### config.mk
export PLATFORM = sky130hd
export DESIGN_NAME = supervisor
export DESIGN_NICKNAME = d
export VERILOG_FILES = /design/src/verilog/timed_access.v /design/src/verilog/power_sequencer.v /design/src/verilog/supervisor.v
export VERILOG_INCLUDE_DIRS = /design/src /design/src/shared
export SDC_FILE = /design/constraint.sdc
export NUM_CORES = 1
export LEC_CHECK = 0
export ABC_AREA = 1
export BUFFER_PORTS_ARGS = -buffer_cell sky130_fd_sc_hd__buf_2
export CAP_MARGIN = 20
export CORE_AREA = 10 10 177 179
export CTS_CLUSTER_SIZE = 24
export DETAILED_ROUTE_END_ITERATION = 8
export DIE_AREA = 0 0 187 189
export PLACE_DENSITY = 0.53
export SLEW_MARGIN = 30
export SYNTH_ARGS = -nofsm -noshare
export SYNTH_HDL_FRONTEND = slang
export SYNTH_SLANG_ARGS = --single-unit
### constraint.sdc
create_clock -name clock_in -period 4.4 [get_ports clock_in]
set_clock_uncertainty 0.15 [all_clocks]
set_input_delay 0.44 -clock clock_in [delete_from_list [all_inputs] [get_ports clock_in]]
set_output_delay 0.44 -clock clock_in [all_outputs]
set_load 0.03 [all_outputs]
### src/shared/supervisor_consts.vh
// Constants for the watchdog and supply supervisor
`ifndef SUPERVISOR_CONSTS_VH
`define SUPERVISOR_CONSTS_VH
// ***************************************************
// Register byte addresses
// ***************************************************
`define ADDR_SUPERVISOR_CONTROL 12'h000
`define ADDR_CLOCK_CONTROL      12'h004
`define ADDR_POWER_MODE         12'h008
`define ADDR_TIMED_ACCESS       12'h00C
`define ADDR_IRQ_STATUS         12'h010
`define ADDR_IRQ_MASK           12'h014
`define ADDR_STATE              12'h018
// ***************************************************
// Field positions
// ***************************************************
`define SC_RESTART       0
`define SC_RESET_EN      1
`define SC_RESET_FLAG    2
`define SC_TIMEOUT_FLAG  3
`define SC_WARN_FLAG     4
`define SC_WARN_EN       5
`define SC_POWER_ON      6
`define CK_PERIOD_LO     6
`define CK_PERIOD_HI     7
`define PM_MULT          3
`define PM_DIV_LO        6
`define PM_DIV_HI        7
// ***************************************************
// Reset values and keys
// ***************************************************
`define PM_RESET         8'h80
`define CK_RESET         8'h00
`define TA_KEY1          8'hAA
`define TA_KEY2          8'h55
`define TA_WINDOW        3'h3
`define RESET_FLAG_DELAY 10'h200
`define POWER_UP_COUNT   17'h10000
`define WARN_VECTOR      16'h0033
`define RESET_VECTOR     16'h0000
// Base log2 exponents and per-select step of the watchdog timeout
`define EXP_M1_D0        6'h0F
`define EXP_M0_D0        6'h10
`define EXP_D12          6'h11
`define EXP_D3           6'h19
`define EXP_STEP         6'h03
`endif

### src/verilog/timed_access.v
// Timed-access unlock sequence for protected supervisor bits
`timescale 1ns/1ps
`default_nettype none
`include "supervisor_consts.vh"
module timed_access (
   input  wire       clock_in,
   input  wire       reset_in,
   input  wire       enable_in,
   input  wire       wr_in,
   input  wire [7:0] wdata_in,
   input  wire       consume_in,
   output wire       open_out
);
   reg       key1_r;
   reg [2:0] window_r;
   // Two keys in a row open a short window; any protected write closes it
   always @(posedge clock_in) begin
      if (reset_in) begin
         key1_r   <= 1'b0;
         window_r <= 3'h0;
      end else if (enable_in) begin
         if (consume_in) begin
            window_r <= 3'h0;
            key1_r   <= 1'b0;
         end else if (wr_in && key1_r && wdata_in == `TA_KEY2) begin
            window_r <= `TA_WINDOW;
            key1_r   <= 1'b0;
         end else begin
            // The first key must survive the setup cycle of the next bus write
            if (wr_in)
               key1_r <= (wdata_in == `TA_KEY1);
            if (window_r != 3'h0)
               window_r <= window_r - 3'h1;
         end
      end
   end
   assign open_out = (window_r != 3'h0);
endmodule // timed_access
`default_nettype wire

### src/verilog/power_sequencer.v
// Power-on and power-fail reset sequencing
`timescale 1ns/1ps
`default_nettype none
`include "supervisor_consts.vh"
module power_sequencer #(
   parameter [16:0] POWER_UP_CYCLES = `POWER_UP_COUNT
) (
   input  wire clock_in,
   input  wire reset_in,
   input  wire enable_in,
   input  wire supply_low_in,
   output wire hold_out,
   output reg  power_on_pulse_out
);
   reg [16:0] count_r;
   reg        hold_r;
   // Hold while the supply is low, then count before release
   always @(posedge clock_in) begin
      if (reset_in) begin
         hold_r             <= 1'b1;
         count_r            <= 17'h0;
         power_on_pulse_out <= 1'b0;
      end else if (enable_in) begin
         power_on_pulse_out <= 1'b0;
         if (supply_low_in) begin
            hold_r  <= 1'b1;
            count_r <= 17'h0;
         end else if (hold_r) begin
            if (count_r == POWER_UP_CYCLES - 17'h1) begin
               hold_r             <= 1'b0;
               power_on_pulse_out <= 1'b1;
            end else
               count_r <= count_r + 17'h1;
         end
      end
   end
   assign hold_out = hold_r;
endmodule // power_sequencer
`default_nettype wire

### src/verilog/supervisor.v
// Watchdog and supply supervisor with APB register access
//
// How it works
// Watchdog counter runs always, no enable.
// Period select from clock control bits 7:6.
// Timeout is base count times eight^select.
// Multiplier and divider alter the base count.
// Clock divide field resets to binary 10.
// Full count sets timeout flag and IRQ status bit 0.
// Reset flag set 512 clocks after timeout.
// Reset flag resets processor when enabled.
// Software restarts dog before timeout expires.
// Protected bits need timed-access unlock first.
// Low supply holds processor in reset.
// Count 65536 clocks after supply recovery.
// Drive reset pin high during supply hold.
// Power-on sets flag; software clears it.
// Enabled warning vectors processor to 0033h.
// Warning flag set regardless; software clears.
// Warning interrupt highest, ignores global enable.
// Restart write zeroes count, reads zero.
`timescale 1ns/1ps
`default_nettype none
`include "supervisor_consts.vh"
module supervisor #(
   parameter [16:0] POWER_UP_CYCLES = `POWER_UP_COUNT,
   parameter        COUNT_W         = 36
) (
   input  wire        clock_in,
   input  wire        reset_in,
   input  wire        enable_in,
   input  wire        psel_in,
   input  wire        penable_in,
   input  wire        pwrite_in,
   input  wire [11:0] paddr_in,
   input  wire [31:0] pwdata_in,
   output wire        pready_out,
   output reg  [31:0] prdata_out,
   output wire        pslverr_out,
   input  wire        supply_below_reset_in,
   input  wire        supply_below_warn_in,
   input  wire        global_irq_enable_in,
   input  wire        reset_pin_in,
   output wire        reset_pin_out,
   output wire        reset_pin_oe_out,
   output wire        cpu_reset_out,
   output wire        warn_irq_out,
   output wire [15:0] warn_vector_out,
   output wire        irq_out
);
   // ***************************************************
   // Registers
   // ***************************************************
   reg [7:0]         clock_control_r;
   reg [7:0]         power_mode_reg_r;
   reg               reset_en_r, reset_flag_r, timeout_flag_r;
   reg               warn_flag_r, warn_en_r, power_on_r;
   reg [COUNT_W-1:0] dog_count_r;
   reg               pending_r;
   reg [9:0]         delay_r;
   reg               warn_prev_r;
   reg [2:0]         irq_status_r;
   reg [2:0]         irq_mask_r;
   reg               dog_reset_r;
   wire              hold_w;
   wire              power_on_pulse_w;
   wire              ta_open_w;
   wire              access_w = psel_in && penable_in;
   wire              wr_w     = access_w && pwrite_in;
   wire              wr_sc_w  = wr_w && paddr_in == `ADDR_SUPERVISOR_CONTROL;
   wire              wr_ta_w  = wr_w && paddr_in == `ADDR_TIMED_ACCESS;
   // A protected write is a supervisor control write that lands while the window is open
   wire              prot_ok_w = wr_sc_w && ta_open_w;
   wire              restart_w = prot_ok_w && pwdata_in[`SC_RESTART];
   wire [1:0]        period_w  = clock_control_r[`CK_PERIOD_HI:`CK_PERIOD_LO];
   wire [1:0]        div_w     = power_mode_reg_r[`PM_DIV_HI:`PM_DIV_LO];
   wire              mult_w    = power_mode_reg_r[`PM_MULT];
   reg  [5:0]        base_exp_w;
   wire [5:0]        exp_w;
   wire              full_w;
   wire              warn_rise_w;
   wire [2:0]        events_w;
   // ***************************************************
   // Helpers
   // ***************************************************
   timed_access timed_access_i (
      .clock_in   (clock_in),
      .reset_in   (reset_in),
      .enable_in  (enable_in),
      .wr_in      (wr_ta_w),
      .wdata_in   (pwdata_in[7:0]),
      .consume_in (wr_sc_w && ta_open_w),
      .open_out   (ta_open_w)
   );
   power_sequencer #(.POWER_UP_CYCLES(POWER_UP_CYCLES)) power_sequencer_i (
      .clock_in           (clock_in),
      .reset_in           (reset_in),
      .enable_in          (enable_in),
      .supply_low_in      (supply_below_reset_in),
      .hold_out           (hold_w),
      .power_on_pulse_out (power_on_pulse_w)
   );
   // ***************************************************
   // Timeout selection
   // ***************************************************
   // Base exponent depends on the system clock settings
   always @* begin
      case (div_w)
         2'b00:   base_exp_w = mult_w ? `EXP_M1_D0 : `EXP_M0_D0;
         2'b11:   base_exp_w = `EXP_D3;
         default: base_exp_w = `EXP_D12;
      endcase
   end
   // Each step of the select adds three to the exponent
   assign exp_w  = base_exp_w + `EXP_STEP * {4'h0, period_w};
   // Count compared to 2^exp - 1; wider counts never reach a full count early
   assign full_w = (dog_count_r[5:0] == 6'h3F) &&
                   ((dog_count_r & ((({{(COUNT_W-1){1'b0}}, 1'b1}) << exp_w) - 1'b1))
                    == ((({{(COUNT_W-1){1'b0}}, 1'b1}) << exp_w) - 1'b1));
   // ***************************************************
   // Watchdog counter and flags
   // ***************************************************
   // Free-running; a restart, a full count, reset or the supply hold clears it
   always @(posedge clock_in) begin
      if (reset_in || hold_w) begin
         dog_count_r    <= {COUNT_W{1'b0}};
         pending_r      <= 1'b0;
         delay_r        <= 10'h0;
         timeout_flag_r <= 1'b0;
         reset_flag_r   <= 1'b0;
         dog_reset_r    <= 1'b0;
      end else if (enable_in) begin
         dog_reset_r <= 1'b0;
         if (restart_w) begin
            dog_count_r <= {COUNT_W{1'b0}};
            pending_r   <= 1'b0;
         end else begin
            dog_count_r <= full_w ? {COUNT_W{1'b0}} : dog_count_r + 1'b1;
            if (full_w) begin
               pending_r <= 1'b1;
               delay_r   <= 10'h0;
            end else if (pending_r) begin
               if (delay_r == `RESET_FLAG_DELAY - 10'h1) begin
                  pending_r    <= 1'b0;
                  dog_reset_r  <= reset_en_r;
               end else
                  delay_r <= delay_r + 10'h1;
            end
         end
         // Hardware set wins over a software clear in the same cycle
         if (full_w && !restart_w)
            timeout_flag_r <= 1'b1;
         else if (wr_sc_w && !pwdata_in[`SC_TIMEOUT_FLAG])
            timeout_flag_r <= 1'b0;
         if (pending_r && !restart_w && delay_r == `RESET_FLAG_DELAY - 10'h1)
            reset_flag_r <= 1'b1;
         else if (wr_sc_w && !pwdata_in[`SC_RESET_FLAG])
            reset_flag_r <= 1'b0;
      end
   end
   // ***************************************************
   // Control registers and supply flags
   // ***************************************************
   assign warn_rise_w = supply_below_warn_in && !warn_prev_r;
   assign events_w    = {warn_rise_w, power_on_pulse_w,
                         full_w && !restart_w};
   // Software fields; the divide field starts at binary 10
   always @(posedge clock_in) begin
      if (reset_in) begin
         clock_control_r  <= `CK_RESET;
         power_mode_reg_r <= `PM_RESET;
         reset_en_r       <= 1'b0;
         warn_en_r        <= 1'b0;
         warn_flag_r      <= 1'b0;
         power_on_r       <= 1'b0;
         warn_prev_r      <= 1'b0;
         irq_status_r     <= 3'h0;
         irq_mask_r       <= 3'h0;
      end else if (enable_in) begin
         warn_prev_r <= supply_below_warn_in;
         if (wr_w && paddr_in == `ADDR_CLOCK_CONTROL)
            clock_control_r <= pwdata_in[7:0];
         if (wr_w && paddr_in == `ADDR_POWER_MODE)
            power_mode_reg_r <= pwdata_in[7:0];
         if (prot_ok_w)
            reset_en_r <= pwdata_in[`SC_RESET_EN];
         if (wr_sc_w)
            warn_en_r <= pwdata_in[`SC_WARN_EN];
         if (supply_below_warn_in)
            warn_flag_r <= 1'b1;
         else if (wr_sc_w && !pwdata_in[`SC_WARN_FLAG])
            warn_flag_r <= 1'b0;
         if (power_on_pulse_w)
            power_on_r <= 1'b1;
         else if (wr_sc_w && !pwdata_in[`SC_POWER_ON])
            power_on_r <= 1'b0;
         if (wr_w && paddr_in == `ADDR_IRQ_MASK)
            irq_mask_r <= pwdata_in[2:0];
         // Write one to clear; a new event in the same cycle stays set
         if (wr_w && paddr_in == `ADDR_IRQ_STATUS)
            irq_status_r <= (irq_status_r & ~pwdata_in[2:0]) | events_w;
         else
            irq_status_r <= irq_status_r | events_w;
      end
   end
   // ***************************************************
   // Outputs
   // ***************************************************
   assign cpu_reset_out    = hold_w || dog_reset_r;
   assign reset_pin_out    = 1'b1;
   assign reset_pin_oe_out = hold_w;
   // Not gated by the global enable; irq_out is not gated by it either
   assign warn_irq_out     = warn_en_r && warn_flag_r && !hold_w;
   assign warn_vector_out  = warn_irq_out ? `WARN_VECTOR : `RESET_VECTOR;
   assign irq_out          = |(irq_status_r & irq_mask_r);
   assign pready_out       = 1'b1;
   assign pslverr_out      = 1'b0;
   // Read mux, registered so data comes from flip-flops
   always @(posedge clock_in) begin
      if (reset_in)
         prdata_out <= 32'h0;
      else if (enable_in && psel_in && !penable_in && !pwrite_in) begin
         case (paddr_in)
            `ADDR_SUPERVISOR_CONTROL:
               prdata_out <= {24'h0, 1'b0, power_on_r, warn_en_r, warn_flag_r,
                              timeout_flag_r, reset_flag_r, reset_en_r, 1'b0};
            `ADDR_CLOCK_CONTROL: prdata_out <= {24'h0, clock_control_r};
            `ADDR_POWER_MODE:    prdata_out <= {24'h0, power_mode_reg_r};
            `ADDR_IRQ_STATUS:    prdata_out <= {29'h0, irq_status_r};
            `ADDR_IRQ_MASK:      prdata_out <= {29'h0, irq_mask_r};
            `ADDR_STATE:         prdata_out <= {28'h0, reset_pin_in, pending_r,
                                                global_irq_enable_in, hold_w};
            default:             prdata_out <= 32'h0;
         endcase
      end
   end
endmodule // supervisor
`default_nettype wire

; ---- Word-level counts from Yosys, hierarchy flattened
; Index checks and enable logic that the tools add are counted.
[totals]
ff_bits = 132
latchBits = 0
ramBits = 0
rom_bits = 0
in_bits = 54
out_inout_bits = 55
elab_cells = 154
n_memories = 0
[classes]
add_sub_neg = 6
n_mul = 1
n_div = 0
n_lt_le_gt_ge = 0
eq_ne = 15
shifts = 1
mux = 41
n_bitwise = 7
reduce_logical = 62
[op_table]
columns = op, n
row1 = $mux W36, 2
row2 = $mux W17, 3
row3 = $pmux W8 S6, 1
row4 = $add A36 B1 Y36 const B, 1
row5 = $and A36 B36 Y36, 1
row6 = $eq A12 B5 Y1 const B, 3
row7 = $eq A36 B36 Y1, 1
row8 = $shl A1 B6 Y36 const A, 1
row9 = $sub A36 B1 Y36 const B, 1
row10 = $mux W10, 3
row11 = $logic_and A1 B1 Y1, 26
row12 = $mux W1, 25
row13 = $eq A12 B4 Y1 const B, 2
row14 = $reduce_and A2 Y1, 11
row15 = $add A17 B1 Y17 const B, 1
row16 = $eq A17 B16 Y1 const B, 1
row17 = $eq A12 B3 Y1 const B, 1
row18 = $logic_not A12 Y1, 1
row19 = $mux W3, 4
row20 = $reduce_bool A2 Y1, 6
row21 = $add A10 B1 Y10 const B, 1
row22 = $eq A10 B9 Y1 const B, 1
row23 = $pmux W5 S2, 1
row24 = $logic_not A1 Y1, 9
row25 = other kinds (20), 26

; ---- Longest topological paths before layout
; Gate-level depths: netlist of the first run.
[logic_depth]
ltp_word = 11
depth_mapped = 35

; ---- Cells and area by module
; From an unflattened synthesis of the first run, not the netlist that was laid out.
[hier_totals]
cells_unflattened = 1378
area_unflattened_um2 = 8520.7
[modules_own_cells]
columns = mod, n_inst, cells_each, area_each_um2, seq_area_each_um2
row1 = supervisor, 1, 1158, 7116.8, 1701.6
row2 = power_sequencer, 1, 165, 1083.5, 380.4
row3 = timed_access, 1, 55, 320.3, 80.1

; ---- Least setup slack after synthesis of the first run
; Ideal clock, no wire load.
[synth_timing]
path_kind = register to register
from = register power_mode_reg_r[6]
to = register dog_count_r[25]
setup_time_ns = 0.115
t_arrival_ns = 4.212
required_ns = 4.135
path_slack_ns = -0.076
stages_incl_launch_ff = 34
synth_period_minus_slack_ns = 4.476
cell_sequence = dfxtp_1 -> inv_1 -> ha_1 -> nor2_1 -> nand2_1 -> ha_1 -> ha_1 -> inv_1 -> fa_1 -> xor2_2 -> buf_2 -> nand2_1 -> nor2_1 -> inv_1 -> ha_1 -> nand2_1 -> nor2_2 -> nand2_1 -> nor2_4 -> nand2_2 -> nand2_1 -> nand3_1 -> nand3_1 -> nor2_1 -> nand2_1 -> nor2_1 -> nand2_1 -> nor2_2 -> nand3_4 -> nand2_2 -> buf_6 -> buf_8 -> nor2_1 -> o21a_1
[synth_via]
elab_chain_cells = 10
word_cells_on_any_way = 11
[synth_rtl]
columns = element, line
row1 = from (decl), supervisor.v:55  ; reg [7:0] power_mode_reg_r;
row2 = from (signal assigned), supervisor.v:171  ; power_mode_reg_r <= `PM_RESET;
row3 = from (signal assigned), supervisor.v:184  ; power_mode_reg_r <= pwdata_in[7:0];
row4 = $eq A2 B2 Y1 / $logic_not A2 Y1 (equally long branches), supervisor.v:108  ; case (div_w)
row5 = $pmux W5 S2 *, supervisor.v:108
row6 = $add A6 B4 Y6 *, supervisor.v:115  ; assign exp_w = base_exp_w + `EXP_STEP * {4'h0, period_w};
row7 = $shl A1 B6 Y36 *, "supervisor.v:118, supervisor.v:119"
row8 = $sub A36 B1 Y36 *, "supervisor.v:118, supervisor.v:119"
row9 = $and A36 B36 Y36, supervisor.v:118  ; ((dog_count_r & ((({{(COUNT_W-1){1'b0}}, 1'b1}) << exp_w) - 1'b1))
row10 = $eq A36 B36 Y1 *, supervisor.v:119  ; == ((({{(COUNT_W-1){1'b0}}, 1'b1}) << exp_w) - 1'b1));
row11 = $logic_and A1 B1 Y1 *, supervisor.v:117  ; assign full_w = (dog_count_r[5:0] == 6'h3F) &&
row12 = $mux W36 *, supervisor.v:138  ; dog_count_r <= full_w ? {COUNT_W{1'b0}} : dog_count_r + 1'b1;
row13 = $mux W36 *, supervisor.v:134  ; if (restart_w) begin
row14 = to (signal assigned), supervisor.v:126  ; dog_count_r <= {COUNT_W{1'b0}};
row15 = to (signal assigned), supervisor.v:135  ; dog_count_r <= {COUNT_W{1'b0}};
row16 = to (signal assigned), supervisor.v:138
row17 = to (decl), supervisor.v:58  ; reg [COUNT_W-1:0] dog_count_r;
; Mark *: on every way between the ends. The rest lies on a longest branch, timed or not.
; A chain may end at the register's enable or synchronous reset.

; ---- Worst setup path after layout of the first run
[layout_timing]
from = register power_mode_reg_r[7]
to = register dog_count_r[13]
; Same word-level chain as after synthesis.

==> reports/qor.yml, run 1 <==
rsz0062_at_grt: "yes"
grt_max_degree: 39
synth.avg_cell_area_um2: 6.30
setup_viol: 39
layout.nets: 1545
cts_buffers: 9
status: "finished with violations"
end_kind: "flop"
area_delta_synth_final_pct: 29.8
worst_pin_slew_ns: 0.651
design_power_total_mw: 2.06
critPathLaunchType: "flop"
crit_top_cell: "nand2_2"
hold_buffers: 0
final_hold_viol_count: 0
remaining_drc_errors: 0
maxSlewViolCount: 0
io_buffer_count: 45
fin_crit_sh_pct: 104
tns_ns: -2.55
grt_pass1_wl_um: 42100
insertion_delay_ns: 0.37
cts.path.max_buffers: 2
p_per_area_nw_per_um2: 193
n_antenna_cell: 0
yosysSeqAreaShare_pct: 26.4
wl_per_cell_um: 13.6
worstPathMaxFanout: 7
drt_iter0_drc: 443
grt_pass1_vias: 8460
crit_arrival_ns: 4.66
cts_tree: "yes"
cp.required_ns: 4.50
critical-path-max-stage-delay_ns: 0.46
via_per_inst: 4.66
rows: 61
ys_types: 48
cts.sinks: 108
min_path_type: "input port to flop"
track_usage_pct: 14.1
ir_drop_uv: 195
ios: 109
p_leak_nw: 4.74
maxCapViolations: 0
crit_type: "flop to flop"
path_clk_slew_ns: 0.09
synth-seq-cells: 108
setup_ws_ns: -0.155
vias: 8651
place_inst: 1808
layout_common_cells: "nand2_1 (225), inv_1 (176), nor2_1 (150)"
die_h_um: 189
start_util_pct: 29.6
design.die.area_um2: 35300
routed_wl_um: 25300
dieWidth_um: 187
path_delay_family: "simple AND/OR/NAND/NOR gates"
yosys_warnings: 0
htree_levels: 3
synth_area_um2: 8190
gp_congestion: 0.881
timing.fmax_mhz: 220
dp_hpwl_um: 19600
drive_above_1_share_pct: 25.4
critPathBufInv: 7
final_common_cell: "nand2_1"
async_flop_share_pct: 0
synth_ff_type: "dfxtp_1"
core_um2: 27600
synth_edf_count: 0
post-route-min-period_ns: 4.55
violations: "negative setup slack"
fill_cells: 3022
clock-root-buffer: "clkbuf_16"
grt_overflow_total: 0
dr.pass1.iters: 5
fin_cells: 1858
netlist_instances: 1300
cp_slowest_cell: "fa_2"
antenna_left: 0
antenna_found_initial: 0
max_slew_margin_pct: 56.2
[per-stage QoR]
stage               util (%)  instance area (um^2)  hold WS (ns)  setup slack, ns
finish                  38.5                 10600         0.258           -0.155
global route            38.5                 10600         0.260           -0.401
CTS                     37.5                 10400         0.251          -0.0959
detailed placement      34.4                  9490         0.293           -0.330
global placement        34.4                  9490         0.287           -0.306
floorplan                  -                  8340         0.273           0.0159
[routing by layer]
| metal | share of wire, % | GRT usage, % | vias to the layer above | routed length (um) |
|---|---|---|---|---|
| li1 | - | - | 4497 | - |
| met1 | 46 | 17.7 | 3969 | 11700 |
| met2 | 48 | 24.5 | 153 | 12200 |
| met3 | 3.9 | 2.30 | 32 | 989 |
| met4 | 1.8 | 3.63 | 0 | 450 |
| met5 | 0 | 0 | - | 0 |
[worst register-to-register path: cells and delay by family, from the launching register on]
family	cells	cell delay, ns
flops	1	0.34
buf+inv	7	0.76
compound gates	1	0.17
fa+ha+maj	3	0.87
xor+xnor	2	0.44
simple gates	17	1.71
[power by group]
group          internal (mW)  switching (mW)  total (mW)  leakage, nW
registers              0.993         0.00858        1.00        0.871
clock network          0.406           0.434       0.840        0.146
logic                 0.0624           0.153       0.215         3.72
total                   1.46           0.595        2.06         4.74
[kinds of logic after synthesis]
kind of cell | count (synthesis) | synth area share [%]
simple gates | 690 | 39.5
buf+inv | 265 | 14.5
compound gates | 180 | 12.8
flops | 108 | 26.4
xor+xnor | 39 | 4.26
fa+ha+maj | 16 | 2.54
other cells | 2 | 0.0917
[state kept, by name, indices dropped and copies added, names as in the netlist, 3 cells and up]
register,flops
delay_r,10
timed_access_i.window_r,3
power_mode_reg_r,8
power_sequencer_i.count_r,17
irq_status_r,3
dog_count_r,36
clock_control_r,8
prdata_out,8
irq_mask_r,3
[cells in the mapped netlist (all sizes together), types with 3 or more instances]
cell type    n  area (um^2)
nor3        39          211
nand4       39          244
buf         50          379
nor2       203          865
a211oi       4         30.0
nand2      257         1030
a221oi       4         35.0
nand3      127          713
nand3b       5         37.5
nor4        15         93.8
clkbuf      17         63.8
dfxtp      108         2160
inv        196          736
ha          15          188
o221ai       4         35.0
xor2        37          332
o21a        29          218
a21oi       74          370
o211ai       3         22.5
o22ai        4         25.0
o21ai       52          264
[cell type report]
cell class                      count  area (um^2)  area share, %
Clock buffer                        9          225           2.12
Clock inverter                      7         80.1          0.753
Inverter                          198          751           7.06
Multi-Input combinational cell    964         5470           51.5
Sequential cell                   108         2160           20.4
Tap cell                          378          473           4.45
Timing Repair Buffer              194         1460           13.7
[timing repair]
| action | in CTS | in global routing |
|---|---|---|
| cloned | 2 | 0 |
| setup buffers | 26 | 11 |
| pin swaps | 14 | 49 |
| hold endpoints to repair | 0 | 0 |
| resized for setup | 71 | 63 |
| setup endpoints to repair | 48 | 48 |
[path summary, 6_finish.rpt]
kind                            depth (start not counted)  slack [ns]                 start                 end
worst max-delay path                                   30       -0.15   power_mode_reg_r[7]     dog_count_r[13]
worst min register to register                          2        0.30    clock_control_r[3]  clock_control_r[3]
worst min-delay path                                    3        0.26  supply_below_warn_in         warn_prev_r
worst max register to register                         30       -0.15   power_mode_reg_r[7]     dog_count_r[13]
(Power assumes the default switching activity.)
==> run 2, diff against run 1 <==
- CTS_BUF_LIST: default -> sky130_fd_sc_hd__clkbuf_4
==> run 2 against run 1 <==
Effect of this change: the flow still finishes with violations (negative setup slack); critical endpoint is now delay_r[5]; critical path depth is 1 lower; final cell count down 0.22%; non-clock buffer count is 5 lower; register-to-register slack better by 0.03 ns; wire length is essentially flat; first-iteration DRC count increased by 0.68%; largest cell class unchanged; combinational power barely moved.
==> reports/qor.yml, run 2 (synthesis gave the netlist of run 1 again) <==
critPathLaunchType: "flop"  # unchanged
antenna_left: 0  # unchanged
core_um2: 27600  # unchanged
dp_hpwl_um: 19600  # unchanged
htree_levels: 3  # unchanged
critPathBufInv: 8  # was 7
worstPathMaxFanout: 7  # unchanged
end_kind: "flop"  # unchanged
vias: 8644  # was 8651
top_layer_used: "met4"  # unchanged
rows: 61  # unchanged
ios: 109  # unchanged
grt_max_degree: 39  # unchanged
insertion_delay_ns: 0.50  # was 0.37 ns
status: "finished with violations"  # unchanged
p_leak_nw: 4.64  # was 4.74 nW
worstHoldPathCells: 3  # unchanged
final_common_cell: "nand2_1"  # unchanged
drt_iter0_drc: 446  # was 443
cts_tree: "yes"  # unchanged
cp.required_ns: 4.61  # was 4.50 ns
dr.pass1.iters: 6  # was 5
track_usage_pct: 14.1  # about the same
place_inst: 1808  # unchanged
fin_cells: 1854  # was 1858
crit_type: "flop to flop"  # unchanged
p_per_area_nw_per_um2: 167  # was 193 nW/um^2
crit-reg2reg-launch: "power_mode_reg_r[7]"  # unchanged
fin_crit_sh_pct: 103  # was 104%
path_delay_family: "simple AND/OR/NAND/NOR gates"  # unchanged
routed_wl_um: 25300  # about the same
fin_area_um2: 10500  # was 10600 um^2
critical-path-max-stage-delay_ns: 0.46  # about the same
dieWidth_um: 187  # unchanged
holdPathEnd: "warn_flag_r"  # was warn_prev_r
clock-root-buffer: "clkbuf_4"  # was clkbuf_16
drive_above_1_share_pct: 25.3  # was 25.4%
crit_arrival_ns: 4.74  # was 4.66 ns
route.met2.wl_um: 12000  # was 12200 um
worst_r2r_endpoint: "delay_r[5]"  # was dog_count_r[13]
cts.path.max_buffers: 2  # unchanged
violations: "negative setup slack"  # unchanged
layout.nets: 1540  # was 1545
r2r_cells: 29  # was 30
placed_area_um2: 9490  # unchanged
start_util_pct: 29.6  # unchanged
max_slew_margin_pct: 54.1  # was 56.2%
die_h_um: 189  # unchanged
setup_viol: 43  # was 39
layout_common_cells: "nand2_1 (224), inv_1 (176), nor2_1 (158)"  # was nand2_1 (225), inv_1 (176), nor2_1 (150)
post-route-min-period_ns: 4.52  # was 4.55 ns
cp_slowest_cell: "fa_2"  # unchanged
pre_cts_ws_ns: -0.330  # unchanged
area_delta_synth_final_pct: 27.7  # was 29.8%
cts_buffers: 9  # unchanged
largestRegisters: "dog_count_r x36, power_sequencer_i.count_r x17, delay_r x10"  # unchanged
setup_ws_ns: -0.121  # was -0.155 ns
min_path_type: "input port to flop"  # unchanged
grt_pass1_wl_um: 41900  # was 42100 um
hold_buffers: 0  # unchanged
path_clk_slew_ns: 0.21  # was 0.09 ns
gp_congestion: 0.881  # unchanged
remaining_drc_errors: 0  # unchanged
final_hold_viol_count: 0  # unchanged
wl_per_cell_um: 13.7  # was 13.6 um
maxSlewViolCount: 0  # unchanged
cts.sinks: 108  # unchanged
via_per_inst: 4.66  # about the same
timing.fmax_mhz: 221  # was 220 MHz
ir_drop_uv: 211  # was 195 uV
grt_overflow_total: 0  # unchanged
grt_pass1_vias: 8451  # was 8460
r2r_slack_ns: -0.12  # was -0.15 ns
wl_met1_um: 11700  # about the same
maxCapViolations: 0  # unchanged
rsz0062_at_grt: "yes"  # unchanged
largest_register_ffs: 36  # unchanged
hold_start: "supply_below_warn_in"  # unchanged
wl_met3_um: 1010  # was 989 um
antenna_found_initial: 1  # was 0
largest_register: "dog_count_r"  # unchanged
worst_pin_slew_ns: 0.682  # was 0.651 ns
io_buffer_count: 45  # unchanged
design.die.area_um2: 35300  # unchanged
run 2: cell count changes in the layout (fill, tap and decap cells not counted), moves of 2 or more:
cell and delta:
buf_12 -2, buf_4 -4, clkbuf_16 -8, clkbuf_4 +9, nand2_2 +3, nand2_4 -2, nand3_1 -5, nand3_2 +5
nor2_1 +8, nor2_2 -8, nor3_2 +2
run 2: layer usage:
layer	global-route usage, %	vias up
li1	-	4487
met1	17.6	3952
met2	24.2	165
met3	2.50	40
met4	3.94	0
met5	0	-
run 2: area by class of cell:
class | instances | area (um^2)
antenna | 1 | 2.50
clock buffer | 9 | 67.6
clock inverter | 7 | 80.1
fill | 3039 | 17200
inverter | 198 | 751
multi-input combinational | 964 | 5490
sequential | 108 | 2170
tap | 378 | 473
timing repair buffer | 189 | 1430
run 2: worst max-delay path by stage:
stage,start,end,slack [ns],depth (start not counted)
after CTS,power_mode_reg_r[6],dog_count_r[8],-0.05,31
after global placement,power_mode_reg_r[6],dog_count_r[35],-0.31,30
after floorplan,power_mode_reg_r[6],dog_count_r[25],0.02,30
after global routing,power_mode_reg_r[7],delay_r[1],-0.43,29
final,power_mode_reg_r[7],delay_r[5],-0.12,29
after detailed placement,power_mode_reg_r[6],dog_count_r[13],-0.33,30
run 2: timing repair:
action                                  CTS  global route
cloned                                    1             2
pin swaps                                22            46
setup buffers                            19             8
gates resized for setup                  77            56
endpoints found under the setup margin   48            48
run 2: through the flow:
step / utilization [%] / hold WS [ns] / TNS, ns / total power, mW
floorplan: - / 0.273 / 0 / 1.20
detailed placement: 34.4 / 0.293 / -13.20 / 1.23
finish: 37.8 / 0.0894 / -1.94 / 1.75
global route: 37.8 / 0.0560 / -17.30 / 1.84
global placement: 34.4 / 0.287 / -12.41 / 1.23
CTS: 36.7 / 0.0487 / -0.416 / 1.78
run 2: worst reg2reg max path: cells and delay by family, from the launching register on:
family / cells / cell delay [ns]
xor+xnor: 1 / 0.19
buf+inv: 8 / 0.94
simple gates: 16 / 1.77
compound gates: 2 / 0.25
fa+ha+maj: 2 / 0.72
flops: 1 / 0.37
run 2: report_power, final:
part           switching (mW)  total, mW  internal (mW)
logic                   0.152      0.214         0.0623
clock network           0.396      0.533          0.136
registers             0.00859       1.00          0.996
total                   0.557       1.75           1.19
